**config.mk**
```make
export PLATFORM = sky130hd
export DESIGN_NAME = twb_core
export DESIGN_NICKNAME = d
export VERILOG_FILES = /design/src/inc/twb_pkg.sv /design/src/logic/twb_sync.sv /design/src/logic/twb_baud.sv /design/src/logic/twb_core.sv
export SDC_FILE = /design/constraint.sdc
export NUM_CORES = 1
export LEC_CHECK = 0
export ABC_CLOCK_PERIOD_IN_PS = 3460
export BUFFER_PORTS_ARGS = -buffer_cell sky130_fd_sc_hd__buf_2
export CAP_MARGIN = 20
export CELL_PAD_IN_SITES_DETAIL_PLACEMENT = 0
export CELL_PAD_IN_SITES_GLOBAL_PLACEMENT = 1
export CORE_ASPECT_RATIO = 2
export CORE_MARGIN = 2
export CORE_UTILIZATION = 25
export DETAILED_ROUTE_END_ITERATION = 7
export PLACE_DENSITY_LB_ADDON = 0.2
export SLEW_MARGIN = 30
export SYNTH_ARGS = -nofsm -noshare
export SYNTH_HDL_FRONTEND = slang
export SYNTH_HIERARCHICAL = 1
export SYNTH_SLANG_ARGS = --single-unit
```
**constraint.sdc**
```tcl
create_clock -name clk -period 3.46 [get_ports clk]
set_clock_uncertainty 0.05 [all_clocks]
set_input_delay 0.173 -clock clk [delete_from_list [all_inputs] [get_ports clk]]
set_output_delay 0.173 -clock clk [all_outputs]
set_load 0.05 [all_outputs]
```
**src/inc/twb_pkg.sv**
```systemverilog
// ============================================================
// Shared constants and types of the two-wire bus interface.
package twb_pkg;

  // ============================================================
  // Register offsets on the plain register port.
  localparam int ADDR_W = 4;
  localparam int DATA_W = 16;
  localparam logic [3:0] OFS_CTL = 4'h0;
  localparam logic [3:0] OFS_STAT = 4'h1;
  localparam logic [3:0] OFS_RXB = 4'h2;
  localparam logic [3:0] OFS_TXB = 4'h3;
  localparam logic [3:0] OFS_OWN = 4'h4;
  localparam logic [3:0] OFS_BRG = 4'h5;
  localparam logic [3:0] OFS_IST = 4'h6;
  localparam logic [3:0] OFS_ICLR = 4'h7;
  localparam logic [3:0] OFS_IEN = 4'h8;

  // ============================================================
  // Control register fields, reset value and implemented bits.
  localparam int CTL_EN = 15;
  localparam int CTL_REL = 12;
  localparam int CTL_ALL = 11;
  localparam int CTL_A10 = 10;
  localparam int CTL_STR = 6;
  localparam logic [15:0] CTL_RST = 16'h1000;
  localparam logic [15:0] CTL_MASK = 16'hBFFF;

  // ============================================================
  // Status fields; bits below ST_OV are read-only.
  localparam int STAT_W = 9;
  localparam int ST_TBF = 0;
  localparam int ST_RBF = 1;
  localparam int ST_RW = 2;
  localparam int ST_S = 3;
  localparam int ST_P = 4;
  localparam int ST_DA = 5;
  localparam int ST_OV = 6;
  localparam int ST_WCOL = 7;
  localparam int ST_TEN = 8;

  // ============================================================
  // Interrupt status bits.
  localparam int IRQ_W = 3;
  localparam int IR_RX = 0;
  localparam int IR_ADR = 1;
  localparam int IR_STOP = 2;

  // ============================================================
  // Protocol constants.
  localparam logic [4:0] TEN_HDR = 5'h1E;
  localparam logic [3:0] CNT_LAST = 4'h7;
  localparam logic [3:0] CNT_ACK = 4'h8;
  localparam logic [3:0] CNT_END = 4'h9;
  localparam int PIN_SCL = 0;
  localparam int PIN_SDA = 1;
  localparam logic [1:0] PIN_IDLE = 2'h3;

  // ============================================================
  // Carriers.
  typedef struct packed {
    logic [3:0] addr;
    logic [15:0] wdata;
    logic wr;
    logic rd;
  } twb_bus_t;

  typedef struct packed {
    logic o;
    logic oe;
  } twb_pin_t;

  typedef enum logic [5:0] {
    st_idle = 6'h01,
    st_recv = 6'h02,
    st_ack = 6'h04,
    st_send = 6'h08,
    st_mack = 6'h10,
    st_skip = 6'h20
  } twb_fsm_t;

  typedef struct packed {
    logic [1:0] s1;
    logic [1:0] s2;
    logic [1:0] s3;
    logic [1:0] lvl;
  } twb_sync_state_t;

  typedef struct packed {
    logic [15:0] cnt;
    logic tick;
  } twb_baud_state_t;

  typedef struct packed {
    logic [15:0] ctl;
    logic [8:0] stat;
    logic [7:0] rxbuf;
    logic [7:0] txbuf;
    logic [9:0] own;
    logic [15:0] brg;
    logic [2:0] ist;
    logic [2:0] ien;
    logic [15:0] rdata;
    logic irq;
    logic [7:0] shreg;
    logic [3:0] bitcnt;
    twb_fsm_t fsm;
    logic in_addr;
    logic want_lo;
    logic addressed;
    logic ack_ok;
    logic scl_prev;
    logic sda_prev;
    logic sda_want;
    logic sda_drv;
    twb_pin_t scl;
    twb_pin_t sda;
  } twb_core_state_t;

endpackage

```
**src/logic/twb_sync.sv**
```systemverilog
`timescale 1ns/1ps
// ============================================================
// Three-stage synchroniser for both bus pins; a level is taken
// once the second and third stages agree.
module twb_sync
(
  // Clock and reset.
  input wire logic clk,
  input wire logic reset_n,
  // Raw pin levels.
  input wire logic [1:0] pins,
  // Filtered levels.
  output logic [1:0] lvl
);

  twb_pkg::twb_sync_state_t r;
  twb_pkg::twb_sync_state_t n;

  // Shift the pins through and hold the level until stages agree.
  always_comb
  begin
    n = r;
    n.s1 = pins;
    n.s2 = r.s1;
    n.s3 = r.s2;
    n.lvl = (r.s2 & r.s3) | (r.lvl & (r.s2 ^ r.s3));
  end

  // State register; the idle bus reads high.
  always_ff @(posedge clk or negedge reset_n)
  begin
    if (!reset_n)
    begin
      r <= {4{twb_pkg::PIN_IDLE}};
    end
    else
    begin
      r <= n;
    end
  end

  assign lvl = r.lvl;

endmodule

```
**src/logic/twb_baud.sv**
```systemverilog
`timescale 1ns/1ps
// ============================================================
// Reload counter giving a one-cycle tick every reload+1 cycles.
module twb_baud
(
  // Clock and reset.
  input wire logic clk,
  input wire logic reset_n,
  // Control.
  input wire logic run,
  input wire logic [15:0] reload,
  // Rate enable.
  output logic tick
);

  twb_pkg::twb_baud_state_t r;
  twb_pkg::twb_baud_state_t n;

  // Count down and reload from the reload register at zero.
  always_comb
  begin
    n = r;
    n.tick = 1'b0;
    if (!run)
    begin
      n.cnt = reload;
    end
    else if (r.cnt == 16'h0000)
    begin
      n.cnt = reload;
      n.tick = 1'b1;
    end
    else
    begin
      n.cnt = r.cnt - 16'h0001;
    end
  end

  // State register.
  always_ff @(posedge clk or negedge reset_n)
  begin
    if (!reset_n)
    begin
      r <= '0;
    end
    else
    begin
      r <= n;
    end
  end

  assign tick = r.tick;

endmodule

```
**src/logic/twb_core.sv**
```systemverilog
`timescale 1ns/1ps
// Operation
// - Control register readable and writable except bit 14, which reads zero.
// - Low six status bits are read-only.
// - Full byte moves to buffer unless buffer still full, one interrupt.
// - Transmit holding byte shifted out on reads.
// - Baud reload register reloads rate counter.
// - Own address kept; ten-bit flag shown.
// - Slave holds clock low while release zero.
// - Hardware clears release at transfer boundaries.
// - Select bit picks ten or seven bit address.
// - Accept-all mode acknowledges every address.
// ============================================================
// Register side and slave engine of the two-wire bus module.
module twb_core
(
  // Clock and reset.
  input wire logic clk,
  input wire logic reset_n,
  // Register port.
  input wire twb_pkg::twb_bus_t bus,
  output logic [15:0] rdata,
  // Interrupt.
  output logic irq,
  // Bus pins, sensed levels.
  input wire logic scl_i,
  input wire logic sda_i,
  // Port logic drive used while the module is disabled.
  input wire twb_pkg::twb_pin_t port_scl,
  input wire twb_pkg::twb_pin_t port_sda,
  // Bus pin drive.
  output twb_pkg::twb_pin_t scl,
  output twb_pkg::twb_pin_t sda
);

  twb_pkg::twb_core_state_t r;
  twb_pkg::twb_core_state_t n;
  logic [1:0] lvl;
  logic tick;

  // ============================================================
  // Pin synchroniser and baud generator.
  twb_sync u_sync
  (
    .clk(clk),
    .reset_n(reset_n),
    .pins({sda_i, scl_i}),
    .lvl(lvl)
  );

  // The counter reloads from the baud reload register.
  twb_baud u_baud
  (
    .clk(clk),
    .reset_n(reset_n),
    .run(r.ctl[twb_pkg::CTL_EN]),
    .reload(r.brg),
    .tick(tick)
  );

  // ============================================================
  // Next-state logic: register port first, bus events after so
  // that hardware sets win over software in the same cycle.
  always_comb
  begin
    logic en;
    logic s_scl;
    logic s_sda;
    logic rise;
    logic fall;
    logic start;
    logic stop;
    logic [7:0] b;
    logic hi_ok;
    logic [2:0] ev;
    en = r.ctl[twb_pkg::CTL_EN];
    s_scl = lvl[twb_pkg::PIN_SCL];
    s_sda = lvl[twb_pkg::PIN_SDA];
    rise = s_scl & ~r.scl_prev;
    fall = ~s_scl & r.scl_prev;
    start = en & s_scl & r.sda_prev & ~s_sda;
    stop = en & s_scl & ~r.sda_prev & s_sda;
    b = {r.shreg[6:0], s_sda};
    hi_ok = (b[7:3] == twb_pkg::TEN_HDR) & (b[2:1] == r.own[9:8]);
    ev = 3'h0;
    n = r;
    n.scl_prev = s_scl;
    n.sda_prev = s_sda;
    n.rdata = 16'h0000;

    // Register writes.
    if (bus.wr)
    begin
      case (bus.addr)
        twb_pkg::OFS_CTL:
          n.ctl = bus.wdata & twb_pkg::CTL_MASK;
        twb_pkg::OFS_STAT:
          n.stat[twb_pkg::ST_TEN:twb_pkg::ST_OV] =
            bus.wdata[twb_pkg::ST_TEN:twb_pkg::ST_OV];
        twb_pkg::OFS_TXB:
        begin
          n.txbuf = bus.wdata[7:0];
          if (r.stat[twb_pkg::ST_TBF])
          begin
            n.stat[twb_pkg::ST_WCOL] = 1'b1;
          end
          n.stat[twb_pkg::ST_TBF] = 1'b1;
        end
        twb_pkg::OFS_OWN: n.own = bus.wdata[9:0];
        twb_pkg::OFS_BRG: n.brg = bus.wdata;
        twb_pkg::OFS_ICLR: n.ist = r.ist & ~bus.wdata[2:0];
        twb_pkg::OFS_IEN: n.ien = bus.wdata[2:0];
        default: n.ien = n.ien;
      endcase
    end

    // Register reads; a buffer read frees the receive buffer.
    if (bus.rd)
    begin
      case (bus.addr)
        twb_pkg::OFS_CTL: n.rdata = r.ctl;
        twb_pkg::OFS_STAT: n.rdata = 16'(r.stat);
        twb_pkg::OFS_RXB:
        begin
          n.rdata = {8'h00, r.rxbuf};
          n.stat[twb_pkg::ST_RBF] = 1'b0;
        end
        twb_pkg::OFS_TXB: n.rdata = {8'h00, r.txbuf};
        twb_pkg::OFS_OWN: n.rdata = {6'h00, r.own};
        twb_pkg::OFS_BRG: n.rdata = r.brg;
        twb_pkg::OFS_IST: n.rdata = {13'h0000, r.ist};
        twb_pkg::OFS_IEN: n.rdata = {13'h0000, r.ien};
        default: n.rdata = 16'h0000;
      endcase
    end

    // Slave engine.
    if (!en)
    begin
      n.fsm = twb_pkg::st_idle;
      n.addressed = 1'b0;
      n.sda_want = 1'b0;
    end
    else if (stop)
    begin
      n.fsm = twb_pkg::st_idle;
      n.stat[twb_pkg::ST_P] = 1'b1;
      n.stat[twb_pkg::ST_S] = 1'b0;
      n.stat[twb_pkg::ST_TEN] = 1'b0;
      n.addressed = 1'b0;
      n.want_lo = 1'b0;
      n.sda_want = 1'b0;
      ev[twb_pkg::IR_STOP] = 1'b1;
    end
    else if (start)
    begin
      n.fsm = twb_pkg::st_recv;
      n.stat[twb_pkg::ST_S] = 1'b1;
      n.stat[twb_pkg::ST_P] = 1'b0;
      n.stat[twb_pkg::ST_DA] = 1'b0;
      n.bitcnt = 4'h0;
      n.in_addr = 1'b1;
      n.sda_want = 1'b0;
    end
    else
    begin
      case (r.fsm)
        twb_pkg::st_recv:
          if (rise)
          begin
            n.shreg = b;
            n.bitcnt = r.bitcnt + 4'h1;
            if (r.bitcnt == twb_pkg::CNT_LAST)
            begin
              n.fsm = twb_pkg::st_ack;
              if (!r.in_addr)
              begin
                // Assembled byte moves to the buffer unless the buffer is still full.
                n.stat[twb_pkg::ST_DA] = 1'b1;
                ev[twb_pkg::IR_RX] = 1'b1;
                n.ack_ok = ~r.stat[twb_pkg::ST_RBF];
                if (r.stat[twb_pkg::ST_RBF])
                begin
                  n.stat[twb_pkg::ST_OV] = 1'b1;
                end
                else
                begin
                  n.rxbuf = b;
                  n.stat[twb_pkg::ST_RBF] = 1'b1;
                end
                if (r.ctl[twb_pkg::CTL_STR])
                begin
                  n.ctl[twb_pkg::CTL_REL] = 1'b0;
                end
              end
              else if (!r.ctl[twb_pkg::CTL_A10])
              begin
                // Seven-bit compare.
                n.ack_ok = r.ctl[twb_pkg::CTL_ALL] | (b[7:1] == r.own[6:0]);
                n.stat[twb_pkg::ST_RW] = b[0];
                n.in_addr = 1'b0;
                n.addressed = n.ack_ok;
              end
              else if (r.want_lo)
              begin
                // Second byte of a ten-bit address.
                n.ack_ok = r.ctl[twb_pkg::CTL_ALL] | (b == r.own[7:0]);
                n.want_lo = 1'b0;
                n.in_addr = 1'b0;
                n.stat[twb_pkg::ST_RW] = 1'b0;
                n.addressed = n.ack_ok;
                n.stat[twb_pkg::ST_TEN] = n.ack_ok;
              end
              else if (!b[0])
              begin
                n.ack_ok = r.ctl[twb_pkg::CTL_ALL] | hi_ok;
                n.want_lo = n.ack_ok;
              end
              else
              begin
                // Read after repeated start needs the earlier match.
                n.ack_ok = r.ctl[twb_pkg::CTL_ALL] | (hi_ok & r.addressed);
                n.in_addr = 1'b0;
                n.stat[twb_pkg::ST_RW] = 1'b1;
                n.addressed = n.ack_ok;
              end
            end
          end
        twb_pkg::st_ack:
          if (fall && r.bitcnt == twb_pkg::CNT_ACK)
          begin
            n.sda_want = r.ack_ok;
            n.bitcnt = twb_pkg::CNT_END;
            if (r.ack_ok && r.stat[twb_pkg::ST_DA] == 1'b0)
            begin
              ev[twb_pkg::IR_ADR] = ~r.in_addr;
            end
          end
          else if (fall)
          begin
            n.sda_want = 1'b0;
            n.bitcnt = 4'h0;
            if (!r.ack_ok)
            begin
              n.fsm = twb_pkg::st_skip;
            end
            else if (r.stat[twb_pkg::ST_RW] && !r.in_addr)
            begin
              n.fsm = twb_pkg::st_send;
              n.ctl[twb_pkg::CTL_REL] = 1'b0;
            end
            else
            begin
              n.fsm = twb_pkg::st_recv;
            end
          end
        twb_pkg::st_send:
          if (r.bitcnt == 4'h0 && !s_scl)
          begin
            // Hold the first bit from the holding register.
            n.shreg = r.txbuf;
            n.sda_want = ~r.txbuf[7];
          end
          else if (rise)
          begin
            n.bitcnt = r.bitcnt + 4'h1;
            if (r.bitcnt == 4'h0)
            begin
              n.stat[twb_pkg::ST_TBF] = 1'b0;
            end
          end
          else if (fall && r.bitcnt == twb_pkg::CNT_ACK)
          begin
            n.sda_want = 1'b0;
            n.fsm = twb_pkg::st_mack;
          end
          else if (fall)
          begin
            n.shreg = {r.shreg[6:0], 1'b0};
            n.sda_want = ~r.shreg[6];
          end
        twb_pkg::st_mack:
          if (rise && !s_sda)
          begin
            n.fsm = twb_pkg::st_send;
            n.bitcnt = 4'h0;
            n.ctl[twb_pkg::CTL_REL] = 1'b0;
          end
          else if (rise)
          begin
            n.fsm = twb_pkg::st_skip;
          end
        twb_pkg::st_idle: n.sda_want = 1'b0;
        twb_pkg::st_skip: n.sda_want = 1'b0;
        default: n.fsm = twb_pkg::st_idle;
      endcase
    end

    // Interrupt status: set wins over clear, one level output.
    n.ist = n.ist | ev;
    n.irq = |(n.ist & n.ien);

    // Data drive changes on the baud tick for hold time.
    if (tick || !en)
    begin
      n.sda_drv = n.sda_want;
    end

    // Pin ownership follows the enable bit.
    if (en)
    begin
      n.scl.o = 1'b0;
      n.scl.oe = r.addressed & ~r.ctl[twb_pkg::CTL_REL] & ~s_scl &
        (r.fsm != twb_pkg::st_idle) & (r.fsm != twb_pkg::st_skip);
      n.sda.o = 1'b0;
      n.sda.oe = r.sda_drv;
    end
    else
    begin
      n.scl = port_scl;
      n.sda = port_sda;
    end
  end

  // ============================================================
  // State register; release bit, idle state and previous pin levels set, all else clear.
  always_ff @(posedge clk or negedge reset_n)
  begin
    if (!reset_n)
    begin
      r <= '0;
      r.ctl <= twb_pkg::CTL_RST;
      r.fsm <= twb_pkg::st_idle;
      r.scl_prev <= 1'b1;
      r.sda_prev <= 1'b1;
    end
    else
    begin
      r <= n;
    end
  end

  // Outputs straight from the state register.
  assign rdata = r.rdata;
  assign irq = r.irq;
  assign scl = r.scl;
  assign sda = r.sda;

endmodule

```
==> qor.csv, run 1 <==
stage,metric,value,unit
placed_design,io_buffer_count,50,
synth,synth_area_per_cell,10.9,um^2
power,power.internal,3.62,mW
layout,fill_cells,3003,
synth,synth.mux.area_fraction,11.7,%
timing,final-hold-violation-count,0,
synth,synth_edf_count,0,
synth,ys_top_cells_by_area,"dfrtp_1 (45%), mux2_2 (11%), dfstp_2 (4.3%), xor2_1 (3.0%), a22oi_1 (3.0%)",
timing,min_period_over_period,82.6,%
synth,yosysWarningCount,6,
power,switchingPower,1.69,mW
clocking,clk_latency,430,ps
synth,synthCells,671,
synth,ys_seq_elements,143,
detailed_routing,vias,5480,
clocking,cts_resized,0,
critical_path,start_kind,register,
layout,final_cell_mix,"dfrtp_1 (131), mux2_2 (69), nand2_1 (56), buf_2 (49), o21ai_0 (33)",
synth,synth_top_family_by_area,simple AND/OR/NAND/NOR gates,
floorplanning,fp.coreArea,28800,um^2
timing,max_freq,350,MHz
status,status,"complete, no violations",
clocking,clk_pin_slew,60,ps
synth,synth_xor_area_share,3.84,%
placed_design,gp_congestion,0.872,
power,seqPwrFrac,43.6,%
critical_path,end_kind,register,
clocking,post_cts_buffers,0,
floorplanning,initial_core_util,25.3,%
global_routing,antenna_found_initial,0,
detailed_routing,drc,0,
clocking,cts_sinks,143,
global_routing,grt-ovfl-total,0,
synth,synth_seq_area_share,49.2,%
critical_path,cp.arrival,3110,ps
placed_design,pre_cts_slack,549,ps
timing,relSlewSlack,40.1,%
detailed_routing,postRouteAntennaNets,0,
detailed_routing,wl_per_cell,21.7,um
clocking,tritoncts,yes,
synth,synth_ff_type,dfrtp_1,
clocking,cts-buffers-inserted,17,
floorplanning,rows,88,
timing,fin_crit,2860,ps
critical_path,crit_type,register to register,
global_routing,grt_pass1_wl,36000,um
layout,area_growth,18.2,%
timing,slew_violations,0,
floorplanning,pin_count,51,
power,power.switching_fraction,31.8,%
clocking,htreeDepth,4,
hold_path,min_path_type,input port to register,
placed_design,dp_hpwl,18200,um
critical_path,crit_fanout,8,
clocking,clockBufferDepth,2,
placed_design,dp.cells,1044,
critical_path,worstPathRequired,3720,ps
flow_run,drv_cap,0,
synth,synth_compound_area_share,14.5,%
power,clockPowerShare,36.2,%
global_routing,grt_pass1_vias,5950,
timing,setup_viol,0,
floorplanning,die_h,246,um
clocking,ctsHoldBuffers,18,
power,p_comb_share,20.3,%
layout,finalNonFillerCells,1094,
clocking,cts-root-buf,clkbuf_16,
floorplanning,dieArea,30700,um^2
power,leakagePower,3.70,nW
timing,fin_ws,603,ps
detailed_routing,drt_wl_total,23700,um
timing,worst_slew_pin_slew,894,ps
power,ir_drop,329,uV
synth,synth-async-reset-ratio,100,%
synth,syn-num-nets,707,
layout,fin_nets,757,
layout,antenna_cells,0,
global_routing,grt_max_degree,76,
detailed_routing,first_pass_iters,5,
timing,grt_setup_unrepaired,no,
global_routing,grt_usage,15.7,%
synth,synth_simple_gate_area_share,14.7,%
synth,synth_top_area_share,44.9,%
synth,synth.distinct_cells,72,
layout,drive_gt1_share,26.7,%
synth,yosys.area.top_type,dfrtp_1,
layout,layout_commonest_cell,dfrtp_1,
power,power_density,615,nW/um^2
timing,setup-tns-final,0,ps
detailed_routing,first_iter_violations,238,
synth,synth_area,7310,um^2
detailed_routing,vias_per_cell,5.01,
synth,synthAdderAreaFrac,1.03,%
floorplanning,die_w,125,um
## routing by layer
metal,vias to the layer above,global-route usage (%),share of wire [%]
met5,-,0,0
met4,0,7.91,4.3
met3,36,2.46,1.7
met2,89,32.1,60
met1,2806,14.5,34
li1,2549,-,-
## Yosys cell counts (9+ instances only)
master / count
nand2_1: 56
a21oi_1: 20
dfstp_2: 12
a22oi_1: 29
a31oi_1: 11
nor2_1: 25
nand4_1: 9
buf_4: 24
xor2_1: 25
dfrtp_1: 131
mux2_2: 69
nor3_1: 14
inv_1: 15
o21ai_0: 33
nand3_1: 16
clkbuf_1: 22
nor2b_1: 9
nor4_1: 11
## per-stage QoR
stage                     hold WS [ps]  util (%)  power (mW)  cell area [um^2]
after floorplan                   -173         -        2.99              7310
after global placement             189      27.1        3.39              7830
after detailed placement           199      27.2        3.43              7840
after CTS                        0.868      29.9        5.40              8640
after global routing              11.7      29.9        5.60              8640
final                             15.7      29.9        5.31              8640
## power by group through the flow
stage | registers, mW | logic [mW] | clock network [mW]
2_1_floorplan | 2.22 | 0.770 | 0
6_report | 2.31 | 1.08 | 1.92
3_5_place_dp | 2.35 | 1.08 | 0
3_3_place_gp | 2.33 | 1.06 | 0
5_1_grt | 2.36 | 1.20 | 2.04
4_1_cts | 2.32 | 1.10 | 1.98
## flip-flops by register name (all words and copies together) (netlist names)
signal	flops
sda	2
irq	1
r	97
u_sync/n	4
scl	2
u_baud/tick	1
u_baud/r	16
u_sync/lvl	2
u_sync/r	2
rdata	16
## area by class of cell
| cell class | instances | area (um^2) | share of cell area, % |
|---|---|---|---|
| sequential | 143 | 3590 | 41.6 |
| multi-input combinational | 459 | 3360 | 38.9 |
| timing repair buffer | 85 | 564 | 6.53 |
| clock buffer | 23 | 478 | 5.53 |
| tap | 360 | 450 | 5.22 |
| clock inverter | 9 | 135 | 1.56 |
| inverter | 15 | 56.3 | 0.652 |
## worst paths after layout
kind	startpoint	endpoint	slack (ps)	depth (start not counted)
worst min register to register	u_sync/n[4]	u_sync/n[2]	310	0
min in group asynchronous	reset_n	r[4]	300	2
worst max-delay path	r[18]	r[91]	600	6
worst max register to register	r[18]	r[91]	600	6
max in group asynchronous	reset_n	r[7]	2200	3
worst min-delay path	bus[10]	r[77]	20	2
## worst max-delay path, stage by stage (launching register included)
cell	delay, ps
dfrtp_1	420
ha_1	210
nor4bb_1	650
and2_1	290
nand4_1	300
nor2_2	440
mux2_2	390
## kinds of logic (layout without fill, tap and decap cells)
group                      after synthesis  in the layout
AOI/OAI and AO/OA                      150            150
xor gates and xnor gates                32             32
adders and majority gates                6              6
buffers and inverters                   69            132
DFF                                    143            143
muxes                                   77             77
and+or+nand+nor                        194            194
Note: power is estimated with default switching activity, not from simulation.
==> inputs of run 2 (changes only) <==
--- a/config.mk
+++ b/config.mk
@@ -5,7 +5,7 @@
 export SDC_FILE = /design/constraint.sdc
 export NUM_CORES = 1
 export LEC_CHECK = 0
-export ABC_CLOCK_PERIOD_IN_PS = 3460
+export ABC_CLOCK_PERIOD_IN_PS = 2700
 export BUFFER_PORTS_ARGS = -buffer_cell sky130_fd_sc_hd__buf_2
 export CAP_MARGIN = 20
 export CELL_PAD_IN_SITES_DETAIL_PLACEMENT = 0
==> constraint.sdc (replaced) <==
create_clock -name clk -period 2.7 [get_ports clk]
set_clock_uncertainty 0.05 [all_clocks]
set_input_delay 0.135 -clock clk [delete_from_list [all_inputs] [get_ports clk]]
set_output_delay 0.135 -clock clk [all_outputs]
set_load 0.05 [all_outputs]
==> qor.csv, run 2 (synthesis gave the netlist of run 1 again) <==
stage,metric,value,unit,change
layout,area_growth,21.2,%,
global_routing,grt-ovfl-total,0,,unchanged
timing,max_freq,395,MHz,+13%
layout,antenna_cells,0,,unchanged
placed_design,pre_cts_slack,-156,ps,-705 ps
critical_path,start_kind,register,,
power,leakagePower,3.82,nW,+3.3%
clocking,clk_pin_slew,60,ps,about the same
floorplanning,fp.coreArea,28800,um^2,unchanged
layout,drive_gt1_share,28.0,%,+1.3 points
timing,worst_slew_pin_slew,650,ps,-243 ps
floorplanning,dieArea,30700,um^2,unchanged
layout,finalNonFillerCells,1116,,+2.0%
global_routing,antenna_found_initial,1,,+1
timing,fin_crit,2530,ps,-323 ps
floorplanning,initial_core_util,25.3,%,unchanged
placed_design,dp.cells,1060,,+1.5%
detailed_routing,vias_per_cell,5.01,,about the same
layout,final_cell_mix,"dfrtp_1 (131), mux2_2 (69), nand2_1 (56), buf_2 (49), o21ai_0 (33)",,
global_routing,grt_max_degree,62,,-18%
detailed_routing,vias,5591,,+2.0%
timing,fin_ws,165,ps,-437 ps
layout,largest_reg_flops,97,,unchanged
floorplanning,die_h,246,um,unchanged
detailed_routing,drt_wl_total,23900,um,+0.72%
flow_run,drv_cap,0,,unchanged
timing,relSlewSlack,56.1,%,+16 points
floorplanning,pin_count,51,,unchanged
power,power_density,790,nW/um^2,+29%
floorplanning,rows,88,,unchanged
timing,min_period_over_period,93.9,%,+11 points
critical_path,worstPathRequired,2970,ps,-750 ps
layout,layout_commonest_cell,dfrtp_1,,
layout,largest_register,r,,
placed_design,io_buffer_count,50,,unchanged
clocking,clk_latency,440,ps,about the same
clocking,cts-root-buf,clkbuf_16,,
floorplanning,die_w,125,um,unchanged
layout,utilization,30.7,%,+0.75 points
timing,setup_viol,0,,unchanged
global_routing,grt_pass1_vias,6089,,+2.3%
clocking,cts-buffers-inserted,17,,unchanged
critical_path,end_kind,register,,
power,ir_drop,453,uV,+38%
global_routing,grt_pass1_wl,37200,um,+3.6%
hold_path,min_path_type,input port to register,,
detailed_routing,drc,0,,unchanged
placed_design,dp_hpwl,18200,um,-0.10%
critical_path,crit_fanout,8,,unchanged
clocking,tritoncts,yes,,
status,status,"complete, no violations",,
timing,final-hold-violation-count,0,,unchanged
detailed_routing,wl_per_cell,21.4,um,-1.3%
detailed_routing,first_iter_violations,347,,+46%
timing,grt_setup_unrepaired,no,,
clocking,htreeDepth,4,,unchanged
power,total_power,7.00,mW,+32%
critical_path,cp.arrival,2810,ps,-300 ps
detailed_routing,postRouteAntennaNets,0,,unchanged
clocking,clockBufferDepth,2,,unchanged
layout,fin_nets,779,,+2.9%
global_routing,grt_usage,16.2,%,+0.53 points
placed_design,gp_congestion,0.903,,+3.5%
clocking,cts_sinks,143,,unchanged
timing,slew_violations,0,,unchanged
detailed_routing,first_pass_iters,4,,-1
critical_path,crit_type,register to register,,
==> run 2: final cells by class <==
cell class              count  area [um^2]
clock buffers              18          429
clock inverters            14          214
fillers                  3027        20000
inverters                  15         56.3
multi-input cells         459         3350
flip-flops and latches    143         3590
well taps                 360          450
repair buffers            107          757
==> run 2: path summary, 6_finish.rpt <==
| path | start | endpoint | slack, ps | cells past startpoint |
|---|---|---|---|---|
| worst max-delay path | r[18] | r[92] | 170 | 6 |
| worst max register to register | r[18] | r[92] | 170 | 6 |
| worst min-delay path | bus[1] | r[102] | 70 | 3 |
| max in group asynchronous | reset_n | u_baud/r[5] | 1560 | 3 |
| min in group asynchronous | reset_n | sda[0] | 140 | 2 |
| worst min register to register | u_sync/n[4] | u_sync/n[2] | 310 | 0 |
==> run 2: repair_timing <==
item | 4_1_cts | 5_1_grt
setup endpoints to repair | 8 | 8
hold buffers | 24 | 0
resized for setup | 1 | 1
hold endpoints to repair | 88 | 0
setup buffers | 0 | 0
==> run 2: through the flow <==
stage | area (um^2) | TNS (ps) | hold slack [ps]
floorplan | 7310 | 0 | -211
global placement | 7960 | -518 | 40.1
detailed placement | 7960 | -1170 | 49.6
CTS | 8850 | 0 | 43.1
global route | 8850 | 0 | 66.9
finish | 8850 | 0 | 66.6
==> run 2: routing by layer <==
layer | track usage [%] | vias up | routed length (um) | share of wire, %
met5 | 0 | - | 7 | 0.029
met2 | 31.7 | 106 | 13800 | 58
met4 | 9.74 | 2 | 1320 | 5.5
li1 | - | 2586 | - | -
met1 | 15.5 | 2841 | 8110 | 34
met3 | 2.79 | 56 | 608 | 2.5
==> run 2: critical path, cell delays in order, from the launching register on <==
cell      delay [ps]
dfrtp_1          430
ha_1             210
nor4bb_2         570
and2_1           290
nand4_1          200
nor2_4           290
mux2_2           370
==> run 2: report_power, final <==
group | internal (mW) | total (mW) | switching, mW | leakage (nW)
sequential | 2.53 | 2.98 | 0.447 | 1.81
clock | 1.64 | 2.60 | 0.962 | 0.307
combinational | 0.611 | 1.42 | 0.805 | 1.70
